File: src/core/thrb_defines.svh
// Offsets, field positions, reset values and timing constants of the terminal register bank
`ifndef THRB_DEFINES_SVH
`define THRB_DEFINES_SVH
// Byte offsets of the upper register map
`define THRB_OFF_DSTACK     7'h28
`define THRB_OFF_FRAME_REM  7'h2C
`define THRB_OFF_MSG_REM    7'h30
`define THRB_OFF_FT_LC_TRG  7'h34
`define THRB_OFF_RT_STATUS  7'h38
`define THRB_OFF_RT_SELFT   7'h3C
`define THRB_OFF_CFG_A      7'h60
`define THRB_OFF_CFG_B      7'h64
`define THRB_OFF_COND_FLAG  7'h6C
`define THRB_OFF_RAM_TEST   7'h70
`define THRB_OFF_IEN2       7'h74
`define THRB_OFF_IPEND2     7'h78
`define THRB_OFF_QPTR       7'h7C
// Reset values, constants, and write and read masks
`define THRB_ZERO16         16'h0000
`define THRB_ONE16          16'h0001
`define THRB_CFG_A_RST      16'h4000
`define THRB_CFG_A_WMASK    16'hFFF7
`define THRB_CFG_B_WMASK    16'hFC1F
`define THRB_RT_STAT_MASK   16'h071F
`define THRB_RAM_TEST_MASK  16'h00E0
`define THRB_IPEND2_EVMASK  16'h7FFE
// Field positions
`define THRB_CFG_A_ISQ_DINV 8
`define THRB_CFG_A_ISQ_DVAL 7
`define THRB_CFG_A_ISQ_EN   6
`define THRB_IPEND2_MASTER  15
`define THRB_IPEND2_SELFT   1
`define THRB_IPEND2_CHAIN   0
`define THRB_GP_CLR_HI      15
`define THRB_GP_CLR_LO      8
`define THRB_GP_SET_HI      7
`define THRB_GP_SET_LO      0
// Timing: reference clock and timer resolutions
`define THRB_CLK_MHZ        25
`define THRB_MSG_LSB_US     1
`define THRB_FRAME_LSB_US   100
`endif

File: src/core/thrb_pkg.sv
// Types of the terminal register bank: operating modes and RAM word layouts
package thrb_pkg;

  typedef enum logic [2:0] {
    THRB_MODE_BC = 3'h1,
    THRB_MODE_RT = 3'h2,
    THRB_MODE_MT = 3'h4
  } thrb_mode_t;

  // Controller block status word
  typedef struct packed {
    logic       end_of_message, start_of_message, channel_b, error, status_set, format_error;
    logic       no_response, loop_fail, masked_status_set;
    logic [1:0] retry_count;
    logic       good_transfer, wrong_addr_no_gap, word_count_error, sync_type, invalid_word;
  } thrb_bc_bsw_t;

  // Terminal block status word
  typedef struct packed {
    logic       end_of_message, start_of_message, channel_b, error, t2t_format, format_error;
    logic       no_response, loop_fail, stack_rollover, illegal_command, word_count, data_sync;
    logic       invalid_word;
    logic [2:0] transfer_errors;
  } thrb_rt_bsw_t;

  // Word monitor identification word
  typedef struct packed {
    logic [7:0] gap_time;
    logic       word_flag, this_terminal, broadcast, error, command_data, channel_b;
    logic       contiguous_gap, mode_code;
  } thrb_wm_id_t;

  // Message monitor block status word
  typedef struct packed {
    logic       end_of_message, start_of_message, channel_b, error, t2t_transfer, format_error;
    logic       no_response, good_data_block, stack_rollover, reserved, word_count, sync;
    logic       invalid_word;
    logic [2:0] transfer_errors;
  } thrb_mm_bsw_t;

  // Interrupt status queue entry for a message event
  typedef struct packed {
    logic       tx_timeout, illegal_command, mon_data_half, mon_data_roll, cbuf_half, cbuf_roll;
    logic       mon_cmd_half, mon_cmd_roll, rt_cmd_half, rt_cmd_roll;
    logic [4:0] low_events;
    logic       message_event;
  } thrb_isq_msg_t;

endpackage : thrb_pkg

File: src/core/thrb_regs.sv
// Host register bank of a dual-redundant serial bus terminal (upper register map)
`timescale 1ns/100ps
`include "thrb_defines.svh"

module thrb_regs (
  input  logic                 ref_clk,
  input  logic                 rst_b,
  // Register port behind the host target
  input  logic [6:0]           reg_addr,
  input  logic                 reg_wr,
  input  logic                 reg_rd,
  input  logic [15:0]          reg_wdata,
  output logic [15:0]          reg_rdata,
  output logic                 reg_rack,
  // Protocol core side
  input  thrb_pkg::thrb_mode_t op_mode,
  input  logic [15:0]          rt_status_in,
  input  logic [15:0]          rt_selftest_in,
  input  logic [6:0]           cond_in,
  input  logic [7:0]           gp_set_in,
  input  logic [7:0]           gp_clr_in,
  input  logic                 cmd_valid,
  input  logic [15:0]          cmd_word,
  input  logic                 dstack_wr,
  input  logic [15:0]          dstack_addr_in,
  input  logic                 frame_start,
  input  logic                 msg_load,
  input  logic [15:0]          msg_gap_in,
  input  logic                 ram_test_busy,
  input  logic                 ram_test_done,
  input  logic                 ram_test_pass,
  input  logic [15:0]          ipend2_event,
  input  logic                 ipend2_clear,
  input  logic                 ipend1_pending,
  input  logic                 isq_event,
  input  logic                 isq_valid_msg,
  input  logic [15:0]          isq_word,
  output logic [15:0]          ext_cfg_a,
  output logic [15:0]          ext_cfg_b,
  output logic [7:0]           gp_flags,
  output logic                 frame_done,
  output logic                 isq_wr,
  output logic [15:0]          isq_addr,
  output logic [15:0]          isq_data
);

  // ****************************************
  // Timing constants
  // ****************************************
  localparam int          US_CYC_I    = `THRB_CLK_MHZ * `THRB_MSG_LSB_US;
  localparam int          FRAME_CYC_I = `THRB_CLK_MHZ * `THRB_FRAME_LSB_US;
  localparam logic [11:0] US_CYC      = US_CYC_I[11:0];
  localparam logic [11:0] FRAME_CYC   = FRAME_CYC_I[11:0];

  function automatic logic thrb_hit(input logic [6:0] a, input logic [6:0] off);
    return a == off;
  endfunction : thrb_hit
  function automatic logic [7:0] thrb_gp_update(input logic [7:0] cur,
                                                input logic [7:0] clr,
                                                input logic [7:0] set);
    // Set beats clear when both name the same flag
    return (cur & ~clr) | set;
  endfunction : thrb_gp_update

  // ****************************************
  // Reset release
  // ****************************************
  logic       rst_meta, rst_n;

  always_ff @(posedge ref_clk or negedge rst_b) begin
    if (!rst_b) begin
      rst_meta <= 1'b0;
      rst_n    <= 1'b0;
    end else begin
      rst_meta <= 1'b1;
      rst_n    <= rst_meta;
    end
  end

  // ****************************************
  // Write decode
  // ****************************************
  logic        wr_dstack, wr_frame, wr_ftlc, wr_cfg_a, wr_cfg_b, wr_flag, wr_ien2, wr_qptr;
  assign wr_dstack = reg_wr && thrb_hit(reg_addr, `THRB_OFF_DSTACK);
  assign wr_frame  = reg_wr && thrb_hit(reg_addr, `THRB_OFF_FRAME_REM);
  assign wr_ftlc   = reg_wr && thrb_hit(reg_addr, `THRB_OFF_FT_LC_TRG);
  assign wr_cfg_a  = reg_wr && thrb_hit(reg_addr, `THRB_OFF_CFG_A);
  assign wr_cfg_b  = reg_wr && thrb_hit(reg_addr, `THRB_OFF_CFG_B);
  assign wr_flag   = reg_wr && thrb_hit(reg_addr, `THRB_OFF_COND_FLAG);
  assign wr_ien2   = reg_wr && thrb_hit(reg_addr, `THRB_OFF_IEN2);
  assign wr_qptr   = reg_wr && thrb_hit(reg_addr, `THRB_OFF_QPTR);

  // ****************************************
  // Configuration registers
  // ****************************************
  always_ff @(posedge ref_clk or negedge rst_n) begin
    if (!rst_n) begin
      ext_cfg_a <= `THRB_CFG_A_RST;
      ext_cfg_b <= `THRB_ZERO16;
    end else begin
      if (wr_cfg_a) begin
        ext_cfg_a <= reg_wdata & `THRB_CFG_A_WMASK;
      end
      if (wr_cfg_b) begin
        ext_cfg_b <= reg_wdata & `THRB_CFG_B_WMASK;
      end
    end
  end

  // ****************************************
  // Data stack, frame time / last command / trigger
  // ****************************************
  logic [15:0] data_stack_address, frame_time_last_command_trigger;
  // A host write wins over a core update in the same cycle
  always_ff @(posedge ref_clk or negedge rst_n) begin
    if (!rst_n) begin
      data_stack_address <= `THRB_ZERO16;
    end else if (wr_dstack) begin
      data_stack_address <= reg_wdata;
    end else if (dstack_wr && op_mode != thrb_pkg::THRB_MODE_BC) begin
      data_stack_address <= dstack_addr_in;
    end
  end
  always_ff @(posedge ref_clk or negedge rst_n) begin
    if (!rst_n) begin
      frame_time_last_command_trigger <= `THRB_ZERO16;
    end else if (wr_ftlc) begin
      frame_time_last_command_trigger <= reg_wdata;
    end else if (cmd_valid && op_mode == thrb_pkg::THRB_MODE_RT) begin
      frame_time_last_command_trigger <= cmd_word;
    end
  end

  // ****************************************
  // Frame and message timers
  // ****************************************
  logic [11:0] us_cnt, frame_cnt;
  logic        us_tick, frame_tick;
  logic [15:0] frame_time_remaining, message_time_remaining;
  assign us_tick    = us_cnt == US_CYC - 12'h001;
  assign frame_tick = frame_cnt == FRAME_CYC - 12'h001;
  // Prescalers restart with each load so the first count is a full period
  always_ff @(posedge ref_clk or negedge rst_n) begin
    if (!rst_n) begin
      us_cnt <= 12'h000;
    end else if (us_tick || msg_load) begin
      us_cnt <= 12'h000;
    end else begin
      us_cnt <= us_cnt + 12'h001;
    end
  end
  always_ff @(posedge ref_clk or negedge rst_n) begin
    if (!rst_n) begin
      frame_cnt <= 12'h000;
    end else if (frame_tick || frame_start || wr_frame) begin
      frame_cnt <= 12'h000;
    end else begin
      frame_cnt <= frame_cnt + 12'h001;
    end
  end
  always_ff @(posedge ref_clk or negedge rst_n) begin
    if (!rst_n) begin
      frame_time_remaining <= `THRB_ZERO16;
      frame_done           <= 1'b0;
    end else begin
      frame_done <= 1'b0;
      if (wr_frame) begin
        frame_time_remaining <= reg_wdata;
      end else if (frame_start) begin
        frame_time_remaining <= frame_time_last_command_trigger;
      end else if (frame_tick && frame_time_remaining != `THRB_ZERO16) begin
        frame_time_remaining <= frame_time_remaining - `THRB_ONE16;
        frame_done           <= frame_time_remaining == `THRB_ONE16;
      end
    end
  end
  always_ff @(posedge ref_clk or negedge rst_n) begin
    if (!rst_n) begin
      message_time_remaining <= `THRB_ZERO16;
    end else if (msg_load) begin
      message_time_remaining <= msg_gap_in;
    end else if (us_tick && message_time_remaining != `THRB_ZERO16) begin
      message_time_remaining <= message_time_remaining - `THRB_ONE16;
    end
  end

  // ****************************************
  // General-purpose flags
  // ****************************************
  always_ff @(posedge ref_clk or negedge rst_n) begin
    if (!rst_n) begin
      gp_flags <= 8'h00;
    end else if (wr_flag) begin
      // Engine sets still land during a host write
      gp_flags <= thrb_gp_update(gp_flags,
                                 reg_wdata[`THRB_GP_CLR_HI:`THRB_GP_CLR_LO],
                                 reg_wdata[`THRB_GP_SET_HI:`THRB_GP_SET_LO] | gp_set_in);
    end else begin
      gp_flags <= thrb_gp_update(gp_flags, gp_clr_in, gp_set_in);
    end
  end

  // ****************************************
  // RAM self-test status and second interrupt pair
  // ****************************************
  logic [15:0] ram_self_test_status, interrupt_enable_second;
  logic [15:0] interrupt_pending_second, ev_masked;
  always_ff @(posedge ref_clk or negedge rst_n) begin
    if (!rst_n) begin
      ram_self_test_status <= `THRB_ZERO16;
    end else begin
      ram_self_test_status <= {8'h00, ram_test_done, ram_test_busy, ram_test_pass, 5'h00};
    end
  end
  always_ff @(posedge ref_clk or negedge rst_n) begin
    if (!rst_n) begin
      interrupt_enable_second <= `THRB_ZERO16;
    end else if (wr_ien2) begin
      interrupt_enable_second <= reg_wdata & `THRB_IPEND2_EVMASK;
    end
  end
  assign ev_masked = ipend2_event & interrupt_enable_second & `THRB_IPEND2_EVMASK;
  // Event bits are sticky; an event in the clearing cycle survives
  always_ff @(posedge ref_clk or negedge rst_n) begin
    if (!rst_n) begin
      interrupt_pending_second <= `THRB_ZERO16;
    end else begin
      interrupt_pending_second[14:1] <= (ipend2_clear ? 14'h0000
                                        : interrupt_pending_second[14:1])
                                        | ev_masked[14:1];
      interrupt_pending_second[`THRB_IPEND2_CHAIN]  <= ipend1_pending;
      interrupt_pending_second[`THRB_IPEND2_MASTER] <= (|ev_masked[14:1])
                                        || ipend1_pending
                                        || (!ipend2_clear && (|interrupt_pending_second[14:1]));
    end
  end

  // ****************************************
  // Queue pointer and queue writes
  // ****************************************
  logic [15:0] queue_pointer;
  logic        isq_take;
  // Controller mode pushes unfiltered to the general queue
  always_comb begin
    isq_take = 1'b0;
    unique case (op_mode)
      thrb_pkg::THRB_MODE_BC: isq_take = isq_event;
      thrb_pkg::THRB_MODE_RT,
      thrb_pkg::THRB_MODE_MT: begin
        isq_take = isq_event && ext_cfg_a[`THRB_CFG_A_ISQ_EN]
                   && (!isq_word[0]
                       || (isq_valid_msg ? !ext_cfg_a[`THRB_CFG_A_ISQ_DVAL]
                                         : !ext_cfg_a[`THRB_CFG_A_ISQ_DINV]));
      end
      default: isq_take = 1'b0;
    endcase
  end
  always_ff @(posedge ref_clk or negedge rst_n) begin
    if (!rst_n) begin
      isq_wr   <= 1'b0;
      isq_addr <= `THRB_ZERO16;
      isq_data <= `THRB_ZERO16;
    end else begin
      isq_wr <= isq_take;
      if (isq_take) begin
        isq_addr <= queue_pointer;
        isq_data <= isq_word;
      end
    end
  end
  // A host write to the pointer wins over the post-write advance
  always_ff @(posedge ref_clk or negedge rst_n) begin
    if (!rst_n) begin
      queue_pointer <= `THRB_ZERO16;
    end else if (wr_qptr) begin
      queue_pointer <= reg_wdata;
    end else if (isq_take) begin
      queue_pointer <= queue_pointer + `THRB_ONE16;
    end
  end

  // ****************************************
  // Read mux
  // ****************************************
  logic [15:0] next_rdata;
  always_comb begin
    next_rdata = `THRB_ZERO16;
    case (reg_addr)
      `THRB_OFF_DSTACK:    next_rdata = data_stack_address;
      `THRB_OFF_FRAME_REM: next_rdata = frame_time_remaining;
      `THRB_OFF_MSG_REM:   next_rdata = message_time_remaining;
      `THRB_OFF_FT_LC_TRG: next_rdata = frame_time_last_command_trigger;
      `THRB_OFF_RT_STATUS: next_rdata = rt_status_in & `THRB_RT_STAT_MASK;
      `THRB_OFF_RT_SELFT:  next_rdata = rt_selftest_in;
      `THRB_OFF_CFG_A:     next_rdata = ext_cfg_a;
      `THRB_OFF_CFG_B:     next_rdata = ext_cfg_b;
      `THRB_OFF_COND_FLAG: next_rdata = {1'b1, cond_in, gp_flags};
      `THRB_OFF_RAM_TEST:  next_rdata = ram_self_test_status;
      `THRB_OFF_IEN2:      next_rdata = interrupt_enable_second;
      `THRB_OFF_IPEND2:    next_rdata = interrupt_pending_second;
      `THRB_OFF_QPTR:      next_rdata = queue_pointer;
      default:             next_rdata = `THRB_ZERO16;
    endcase
  end
  always_ff @(posedge ref_clk or negedge rst_n) begin
    if (!rst_n) begin
      reg_rdata <= `THRB_ZERO16;
      reg_rack  <= 1'b0;
    end else begin
      reg_rack <= reg_rd;
      if (reg_rd) begin
        reg_rdata <= next_rdata;
      end
    end
  end
endmodule : thrb_regs

File: config.mk
export PLATFORM = sky130hd
export DESIGN_NAME = thrb_regs
export DESIGN_NICKNAME = d
export VERILOG_FILES = /design/src/core/thrb_pkg.sv /design/src/core/thrb_regs.sv
export VERILOG_INCLUDE_DIRS = /design/src /design/src/core
export SDC_FILE = /design/constraint.sdc
export NUM_CORES = 1
export LEC_CHECK = 0
export BUFFER_PORTS_ARGS = -buffer_cell sky130_fd_sc_hd__buf_2
export CAP_MARGIN = 20
export CORE_AREA = 2 2 158 160
export CTS_BUF_LIST = sky130_fd_sc_hd__clkbuf_4
export CTS_CLUSTER_SIZE = 14
export DETAILED_ROUTE_END_ITERATION = 6
export DIE_AREA = 0 0 160 162
export PLACE_DENSITY = 0.84
export SKIP_CTS_REPAIR_TIMING = 1
export SYNTH_ARGS = -nofsm -noshare
export SYNTH_HDL_FRONTEND = slang
export SYNTH_SLANG_ARGS = --single-unit
File: constraint.sdc
create_clock -name ref_clk -period 7.6 [get_ports ref_clk]
set_input_delay 1.52 -clock ref_clk [delete_from_list [all_inputs] [get_ports ref_clk]]
set_output_delay 1.52 -clock ref_clk [all_outputs]
set_load 0.005 [all_outputs]
[Word-level counts from Yosys, hierarchy flattened]
Index checks and enable logic that the tools add are counted.
Widths: inputs -> output; s select.
Word-level totals
  word-level logic and storage cells: 111
  output and inout bits: 91
  register bits after elaboration: 224
  bits of input ports: 176
Operators by class
  equal/unequal tests: 20
  bitwise operators: 9
  mux-type cells: 21
  reductions and logical operators: 35
  add/subtract/negate cells: 5
Operators by type and width (number)
  $pmux 16 s13: 1
  $mux 16: 11
  $eq 7x7->1 const B: 7
  $eq 7x6->1 const B: 6
  $reduce_bool 16->1: 2
  $sub 16x1->16 const B: 2
  $reduce_or 14->1: 2
  $add 12x1->12 const B: 2
  $mux 12: 2
  $or 8x8->8: 3
  $add 16x1->16 const B: 1
  $and 8x8->8: 2
  $eq 16x1->1 const B: 1
  $not 8->8: 2
  $and 15x15->15: 1
  $logic_and 1x1->1: 15
  $mux 14: 1
  $or 14x14->14: 1
  $eq 12x12->1 const B: 1
  $eq 12x5->1 const B: 1
  $mux 8: 1
  $reduce_bool 2->1: 4
  $logic_or 1x1->1: 6
  $logic_not 1->1: 4
  other kinds (8): 11

[Logic depth before layout (Yosys ltp)]
Gate-level depths: netlist of run 1.
  depth after elaboration: 7
  gate-level depth with buffers: 10
  depth with buffers taken out: 8

[Worst setup path after synthesis of run 1]
No wires, ideal clock.
  path kind: input -> register
  start: input port reg_addr[1]
  end: register ext_cfg_a[10]
  arrival: 2.996 ns
  required time: 7.475 ns
  slack: 4.479 ns
  library setup time: 0.125 ns
  cell stages on the path: 7
  path buffers: 3
  cells stage by stage: buf_2 or4_1 clkbuf_2 nor2_4 nand2_4 buf_6 mux2_4
Between the ends
  longest elaborated chain between the ends: 2
Ends and longest elaborated chain
  start, declared: line thrb_regs.sv:9  | input logic [6:0] reg_addr,
  $eq 7x7->1: line thrb_regs.sv:56  | return a == off;
  $logic_and 1x1->1: line thrb_regs.sv:87  | assign wr_cfg_a = reg_wr && thrb_hit(reg_addr, `THRB_OFF_CFG_A);
  end signal, assigned: line thrb_regs.sv:98  | ext_cfg_a <= `THRB_CFG_A_RST;
  end signal, assigned: line thrb_regs.sv:102  | ext_cfg_a <= reg_wdata & `THRB_CFG_A_WMASK;
  end, declared: line thrb_regs.sv:38  | output logic [15:0] ext_cfg_a,
No other way between the ends.
A chain may end at the register's enable or synchronous reset.

[Worst setup path in the final report of run 1]
  start: input port reg_addr[6]
  end: register frame_time_remaining[12]
Between the ends
  longest elaborated chain between the ends: 3
  elaborated cells on any way between the ends: 4
  those cells by class: 1 x eq/ne; 1 x mux; 2 x reduce/logical
Ends and longest elaborated chain
  $eq 7x6->1 (*): line thrb_regs.sv:56
  $logic_and 1x1->1 (*): line thrb_regs.sv:85  | assign wr_frame = reg_wr && thrb_hit(reg_addr, `THRB_OFF_FRAME_REM);
  $reduce_bool 3->1 (no source line) / $mux 16 (equally long branches)
  end signal, assigned: line thrb_regs.sv:163  | frame_time_remaining <= `THRB_ZERO16;
  end signal, assigned: line thrb_regs.sv:168  | frame_time_remaining <= reg_wdata;
  end signal, assigned: line thrb_regs.sv:170  | frame_time_remaining <= frame_time_last_command_trigger;
  end, declared: line thrb_regs.sv:139  | logic [15:0] frame_time_remaining, message_time_remaining;
Mark *: on every way between the ends. The rest lies on a longest branch, timed or not.

==> results of run 1 <==
## state kept, by name, indices dropped and copies added, names as in the netlist, 12 cells and up
name	cells
frame_time_remaining	16
data_stack_address	16
us_cnt	12
interrupt_pending_second	16
ext_cfg_a	15
message_time_remaining	16
isq_addr	16
isq_data	16
frame_time_last_command_trigger	16
queue_pointer	16
frame_cnt	12
interrupt_enable_second	14
reg_rdata	16
## through the flow
step / instances / utilization / setup WS (ns)
2_1_floorplan: 1198 / - / 0.8973
3_3_place_gp: 1708 / 0.5546 / 2.878
3_5_place_dp: 1708 / 0.5546 / 2.873
4_1_cts: 1810 / 0.5844 / 3.622
5_1_grt: 1812 / 0.5856 / 3.283
6_report: 1812 / 0.5856 / 3.493
## worst max-delay path by stage
| stage | endpoint |
|---|---|
| 6_report | frame_time_remaining[12]$_DFFE_PN0P_ |
| 5_1_grt | frame_time_remaining[12]$_DFFE_PN0P_ |
| 4_1_cts | frame_time_remaining[12]$_DFFE_PN0P_ |
| 3_5_place_dp | frame_time_remaining[12]$_DFFE_PN0P_ |
| 3_3_place_gp | frame_time_remaining[12]$_DFFE_PN0P_ |
| 2_1_floorplan | data_stack_address[0]$_DFFE_PN0P_ |
## cell usage after synthesis, drive strengths merged, types with 3 or more instances
library cell,n,area share
a211oi,6,0.0038
a21boi,4,0.0025
a21o,7,0.0044
a21oi,70,0.029
a221o,9,0.0075
a221oi,4,0.0029
a22o,7,0.0051
a22oi,45,0.028
a2bb2oi,4,0.0029
a31oi,9,0.0047
a32oi,5,0.0037
and2,3,0.0016
and3,16,0.0084
and4,4,0.0029
buf,45,0.023
clkbuf,28,0.0089
dfrtp,223,0.47
ha,8,0.0084
inv,45,0.014
mux2,83,0.082
mux2i,53,0.044
nand2,87,0.028
nand2b,8,0.0042
nand3,28,0.012
nand3b,3,0.0019
nand4,9,0.0047
nand4b,3,0.0022
nor2,116,0.038
nor2b,4,0.0021
nor3,33,0.018
nor3b,3,0.0027
nor4,15,0.010
nor4b,8,0.0069
o211ai,3,0.0019
o21ai,84,0.035
o22ai,32,0.017
or3,5,0.0026
xnor2,31,0.023
xor2,16,0.012
## layer usage
metal  global-route usage  wire (um)  vias up
met2               0.4884      18770      644
met1               0.4447      16780     5268
met3              0.06946       4497      103
met4               0.1323       1712        0
met5                    0          0        -
li1                     -          -     4876
## cell type report
type / instances / area (um^2) / area share
Antenna cell: 1 / 2.502 / 0.0001773
Sequential cell: 224 / 5610 / 0.3974
Timing Repair Buffer: 260 / 1359 / 0.09625
Inverter: 45 / 168.9 / 0.01196
Clock buffer: 82 / 615.6 / 0.04361
Clock inverter: 20 / 103.9 / 0.007356
Tap cell: 324 / 405.4 / 0.02872
Multi-Input combinational cell: 856 / 5852 / 0.4145
## worst max-delay path: stages
cell and delay, ns:
buf_2 0.09, buf_4 0.29, nor3b_2 0.65, and3_1 0.74, nor2_1 0.18, nand2_1 0.72, o21ai_0 0.20, a22o_1 0.27
## where the power goes
group | switching (mW) | total (mW) | leakage (nW) | internal (mW)
logic | 0.293 | 0.557 | 3.16 | 0.264
clock network | 0.510 | 1.04 | 0.426 | 0.528
registers | 0.191 | 1.54 | 2.85 | 1.35
total | 0.994 | 3.13 | 6.44 | 2.14
## cell families after synthesis
family          after synthesis  synth area share
compound gates              303            0.1612
xor+xnor                     47           0.03439
fa+ha+maj                     8          0.008362
buf+inv                     118           0.04588
flops                       224            0.4683
mux                         138            0.1296
other cells                   2         0.0006273
simple gates                353            0.1517
==> results.toml, run 1 <==
[power]
leakage_nw = 6.435
finalPower_mw = 3.132
power.density_nw_per_um2 = 221.9
vdd_drop_max_mv = 0.1349

[drt]
wirelength_um = 41760
drcViolationCount = 0
firstDrtPassIters = 5
routedWlPerCell_um = 23.05
vias = 10890
drt-vias-per-instance = 6.010
ant_nets = 0
drt_iter0_drc = 1244

[floorplanning]
pin_count = 267
dieArea_um2 = 25920
initial_utilization = 0.4966
die_y_um = 162
fp.coreArea_um2 = 24110
rows = 57
die_w_um = 160

[grt]
grt_pass1_vias = 10420
grt_usage = 0.3195
antenna_found_initial = 1
grt_max_degree = 152
grt_pass1_wl_um = 62760
gr-total-overflow = 0

[clock_tree]
cts.sinks = 224
path_clk_slew_ns = 0.07
numCtsBuffers = 57
clockRootBuffer = "clkbuf_4"
cts_max_level = 2
cts_tree = "built"
insertion_delay_ns = 0.70
clockBufferDepth = 3

[sta]
hold_viol_final = 0
setup_viol = 0
period_minus_slack_ns = 4.107
max-slew-margin-rel = 0.2646
finalClockSkew_ns = 0.03068
whs_ns = 0.3535
rsz0062_at_grt = "no"
drv_slew = 0
worstMarginPinSlew_ns = 1.103
tns_ns = 0
fin_crit_sh = 0.5404
max_freq_mhz = 243.5

[hold_path]
hold_start = "rst_meta$_DFF_PN0_"
hold_path_end = "rst_n$_DFF_PN0_"
hold-path-cell-count = 0
hp-class = "flip-flop to flip-flop"

[place]
dp_hpwl_um = 30380
io_buffers = 250
placed_area_um2 = 13370
gp_congestion = 0.9705

[logic_synthesis]
syn_inst = 1193
synth_edf_count = 0
synth_warnings = 0
async_flop_share = 1.000
avgSynthCellArea_um2 = 10.03
ys_types = 78
netlist_area_um2 = 11970
ys_ff_latch = 224
yosysSeqAreaShare = 0.4683
ys.flop_type = "dfrtp_1"

[setup_path]
cp_max_fo = 45
r2r_slack_ns = 4.88
cp.required_ns = 8.19
critPathLaunch = "reg_addr[6]"
rr_worst_depth = 6
reg2reg_to = "message_time_remaining[6]$_DFFE_PN0P_"
critPathKind = "input pin to flip-flop"
cp_data_arrival_time_ns = 4.70
reg2reg_from = "us_cnt[2]$_DFF_PN0_"
cp-start-kind = "input pin"
setup.worst_path.end_class = "flip-flop"

[final_layout]
layout_common_cells = "250 x buf_2, 222 x dfrtp_1, 113 x nor2_1"
mostFrequentLayoutCell = "buf_2"
nNetsFinal = 1628
drive_above_1_share = 0.3073
area_delta_synth_final_pct = 17.92
fill_cells = 2157
design_area_um2 = 14120

[job]
drv_cap = 0

[status]
status = "finished clean"
(Power assumes the default switching activity.)
==> run 2, diff against run 1 <==
--- a/config.mk
+++ b/config.mk
@@ -6,14 +6,15 @@
 export SDC_FILE = /design/constraint.sdc
 export NUM_CORES = 1
 export LEC_CHECK = 0
+export ABC_AREA = 1
 export BUFFER_PORTS_ARGS = -buffer_cell sky130_fd_sc_hd__buf_2
 export CAP_MARGIN = 20
-export CORE_AREA = 2 2 158 160
+export CORE_AREA = 2 2 162 164
 export CTS_BUF_LIST = sky130_fd_sc_hd__clkbuf_4
 export CTS_CLUSTER_SIZE = 14
 export DETAILED_ROUTE_END_ITERATION = 6
-export DIE_AREA = 0 0 160 162
-export PLACE_DENSITY = 0.84
+export DIE_AREA = 0 0 164 166
+export PLACE_DENSITY = 0.86
 export SKIP_CTS_REPAIR_TIMING = 1
 export SYNTH_ARGS = -nofsm -noshare
 export SYNTH_HDL_FRONTEND = slang
==> constraint.sdc (replaced) <==
create_clock -name ref_clk -period 3.67 [get_ports ref_clk]
set_input_delay 0.734 -clock ref_clk [delete_from_list [all_inputs] [get_ports ref_clk]]
set_output_delay 0.734 -clock ref_clk [all_outputs]
set_load 0.005 [all_outputs]
==> results.toml, run 2 <==
[power]
power.density_nw_per_um2 = 438.2
finalPower_mw = 6.481
vdd_drop_max_mv = 0.2124
leakage_nw = 7.847

[sta]
setup_viol = 0
drv_slew = 0
worstMarginPinSlew_ns = 0.9353
fin_crit_sh = 0.7126
period_minus_slack_ns = 2.615
rsz0062_at_grt = "no"
tns_ns = 0
finalClockSkew_ns = 0.05287
hold_viol_final = 0
whs_ns = 0.1059
max_freq_mhz = 382.4
max-slew-margin-rel = 0.3742

[final_layout]
multiInputGateArea_um2 = 6055
final-instance-count-excl-fill = 2398
area_delta_synth_final_pct = 18.36
fill_cells = 2412
utilization = 0.5774
mostFrequentLayoutCell = "nand2_1"
nNetsFinal = 2202
regArea_um2 = 5610
layout_common_cells = "591 x nand2_1, 262 x nand3_1, 250 x buf_2"
drive_above_1_share = 0.1931

[logic_synthesis]
yosysSeqAreaShare = 0.4487
avgSynthCellArea_um2 = 7.128
synth_edf_count = 0
ys_ff_latch = 224
netlist_area_um2 = 12500
syn_inst = 1753
yosysTopAreaCell = "dfrtp_1"
synth_common_cells = "591 x nand2_1, 262 x nand3_1, 223 x dfrtp_1, 185 x nor2_1, 126 x inv_1"
synth_warnings = 0
ys_types = 40
synth.most_common_cell = "nand2_1"
ys_top_cells_by_area = "dfrtp_1 45%, nand2_1 18%, nand3_1 10%"
synth_top_area_frac = 0.4466
ys.flop_type = "dfrtp_1"
async_flop_share = 1.000

[hold_path]
hold-path-cell-count = 1
hp-class = "input pin to flip-flop"

[clock_tree]
numCtsBuffers = 61
clockBufferDepth = 3
cts_max_level = 2
insertion_delay_ns = 0.74
cts_tree = "built"
cts.sinks = 224
clockRootBuffer = "clkbuf_4"
path_clk_slew_ns = 0.07

[setup_path]
worst-path-stages = 11
path_cells = "inv_1, ha_1, nand2_2, nor2_4, nand2_1, nand2_2, nand2_2, inv_1, nor2_1, nand2_1, nand2_1"
cp_max_fo = 20
setup.worst_path.end_class = "flip-flop"
critical-path-top-delay-family = "simple AND/OR/NAND/NOR gates"
cp-start-kind = "flip-flop"
crit_path_top_delay_cell = "dfrtp_1"
rr_worst_depth = 11
cp_data_arrival_time_ns = 3.21
cp.required_ns = 4.26
max_stage_delay_ns = 0.48
critPathKind = "flip-flop to flip-flop"
crit_buf_inv = 2

[grt]
grt_pass1_wl_um = 70590
antenna_found_initial = 1
gr-total-overflow = 0
grt_pass1_vias = 12690
grt_usage = 0.3370
grt_max_degree = 92

[floorplanning]
rows = 59
fp.coreArea_um2 = 25620
die_y_um = 166
dieArea_um2 = 27220
initial_utilization = 0.4878
die_w_um = 164
pin_count = 267

[drt]
drt-vias-per-instance = 5.686
routedWlPerCell_um = 19.35
routed-wl-met2_um = 20480
vias = 13640
wl_met1_um = 17970
wirelength_um = 46400
firstDrtPassIters = 6
drt_iter0_drc = 1954
wl_met3_um = 5209
ant_nets = 0
drcViolationCount = 0
routed.top_layer = "met4"

[status]
status = "finished clean"

[place]
io_buffers = 250
gp_congestion = 1.060
dpl.cell_count = 2289
dp_hpwl_um = 34450

[job]
drv_cap = 0
[run 2: cell types whose count changed after synthesis, moves of 45 or more]
cell,change
a22oi_1,-45
nor2_1,+71
a21oi_1,-50
mux2_2,-70
inv_1,+82
nand3_1,+234
mux2i_1,-53
nand2_1,+506
[run 2: worst paths after layout]
path,start,to,slack (ns)
worst max-delay path,frame_time_remaining[0]$_DFFE_PN0P_,frame_time_remaining[11]$_DFFE_PN0P_,1.05
worst min-delay path,ram_test_done,ram_self_test_status[7]$_DFF_PN0_,0.11
worst max register to register,frame_time_remaining[0]$_DFFE_PN0P_,frame_time_remaining[11]$_DFFE_PN0P_,1.05
worst min register to register,rst_meta$_DFF_PN0_,rst_n$_DFF_PN0_,0.35
max in group asynchronous,rst_n$_DFF_PN0_,data_stack_address[15]$_DFFE_PN0P_,2.26
min in group asynchronous,rst_b,rst_n$_DFF_PN0_,0.36
[run 2: kinds of logic (layout without fill, tap and decap cells)]
kind of cell	Yosys count	count (layout)	share of synthesized area
other cells	2	9	0.0006010
fa+ha+maj	8	8	0.008011
flops	224	224	0.4487
buf+inv	209	512	0.06829
compound gates	184	184	0.08531
xor+xnor	24	24	0.01682
simple gates	1102	1102	0.3723
[run 2: metrics by stage]
stage | instance area, um^2 | worst slack, ns
floorplan | 12520 | 1.403
global placement | 14020 | 0.9876
detailed placement | 14020 | 0.9565
CTS | 14780 | 1.129
global route | 14790 | 0.8789
finish | 14790 | 1.055
[run 2: layout make-up]
class | instances | share of cell area
Antenna cell | 2 | 0.0003384
Inverter | 133 | 0.03375
Timing Repair Buffer | 273 | 0.09813
Tap cell | 335 | 0.02834
Sequential cell | 224 | 0.3793
Multi-Input combinational cell | 1325 | 0.4094
Clock buffer | 92 | 0.04670
Clock inverter | 14 | 0.004061
[run 2: where the power goes]
group	internal [mW]	switching, mW
clock	1.13	1.10
combinational	0.424	0.692
sequential	2.75	0.379
total	4.31	2.17
[run 2: per-layer routing]
metal,vias to the layer above,GRT usage
met2,893,0.5095
met5,-,0
met3,200,0.07892
met4,0,0.1735
li1,6252,-
met1,6291,0.4516
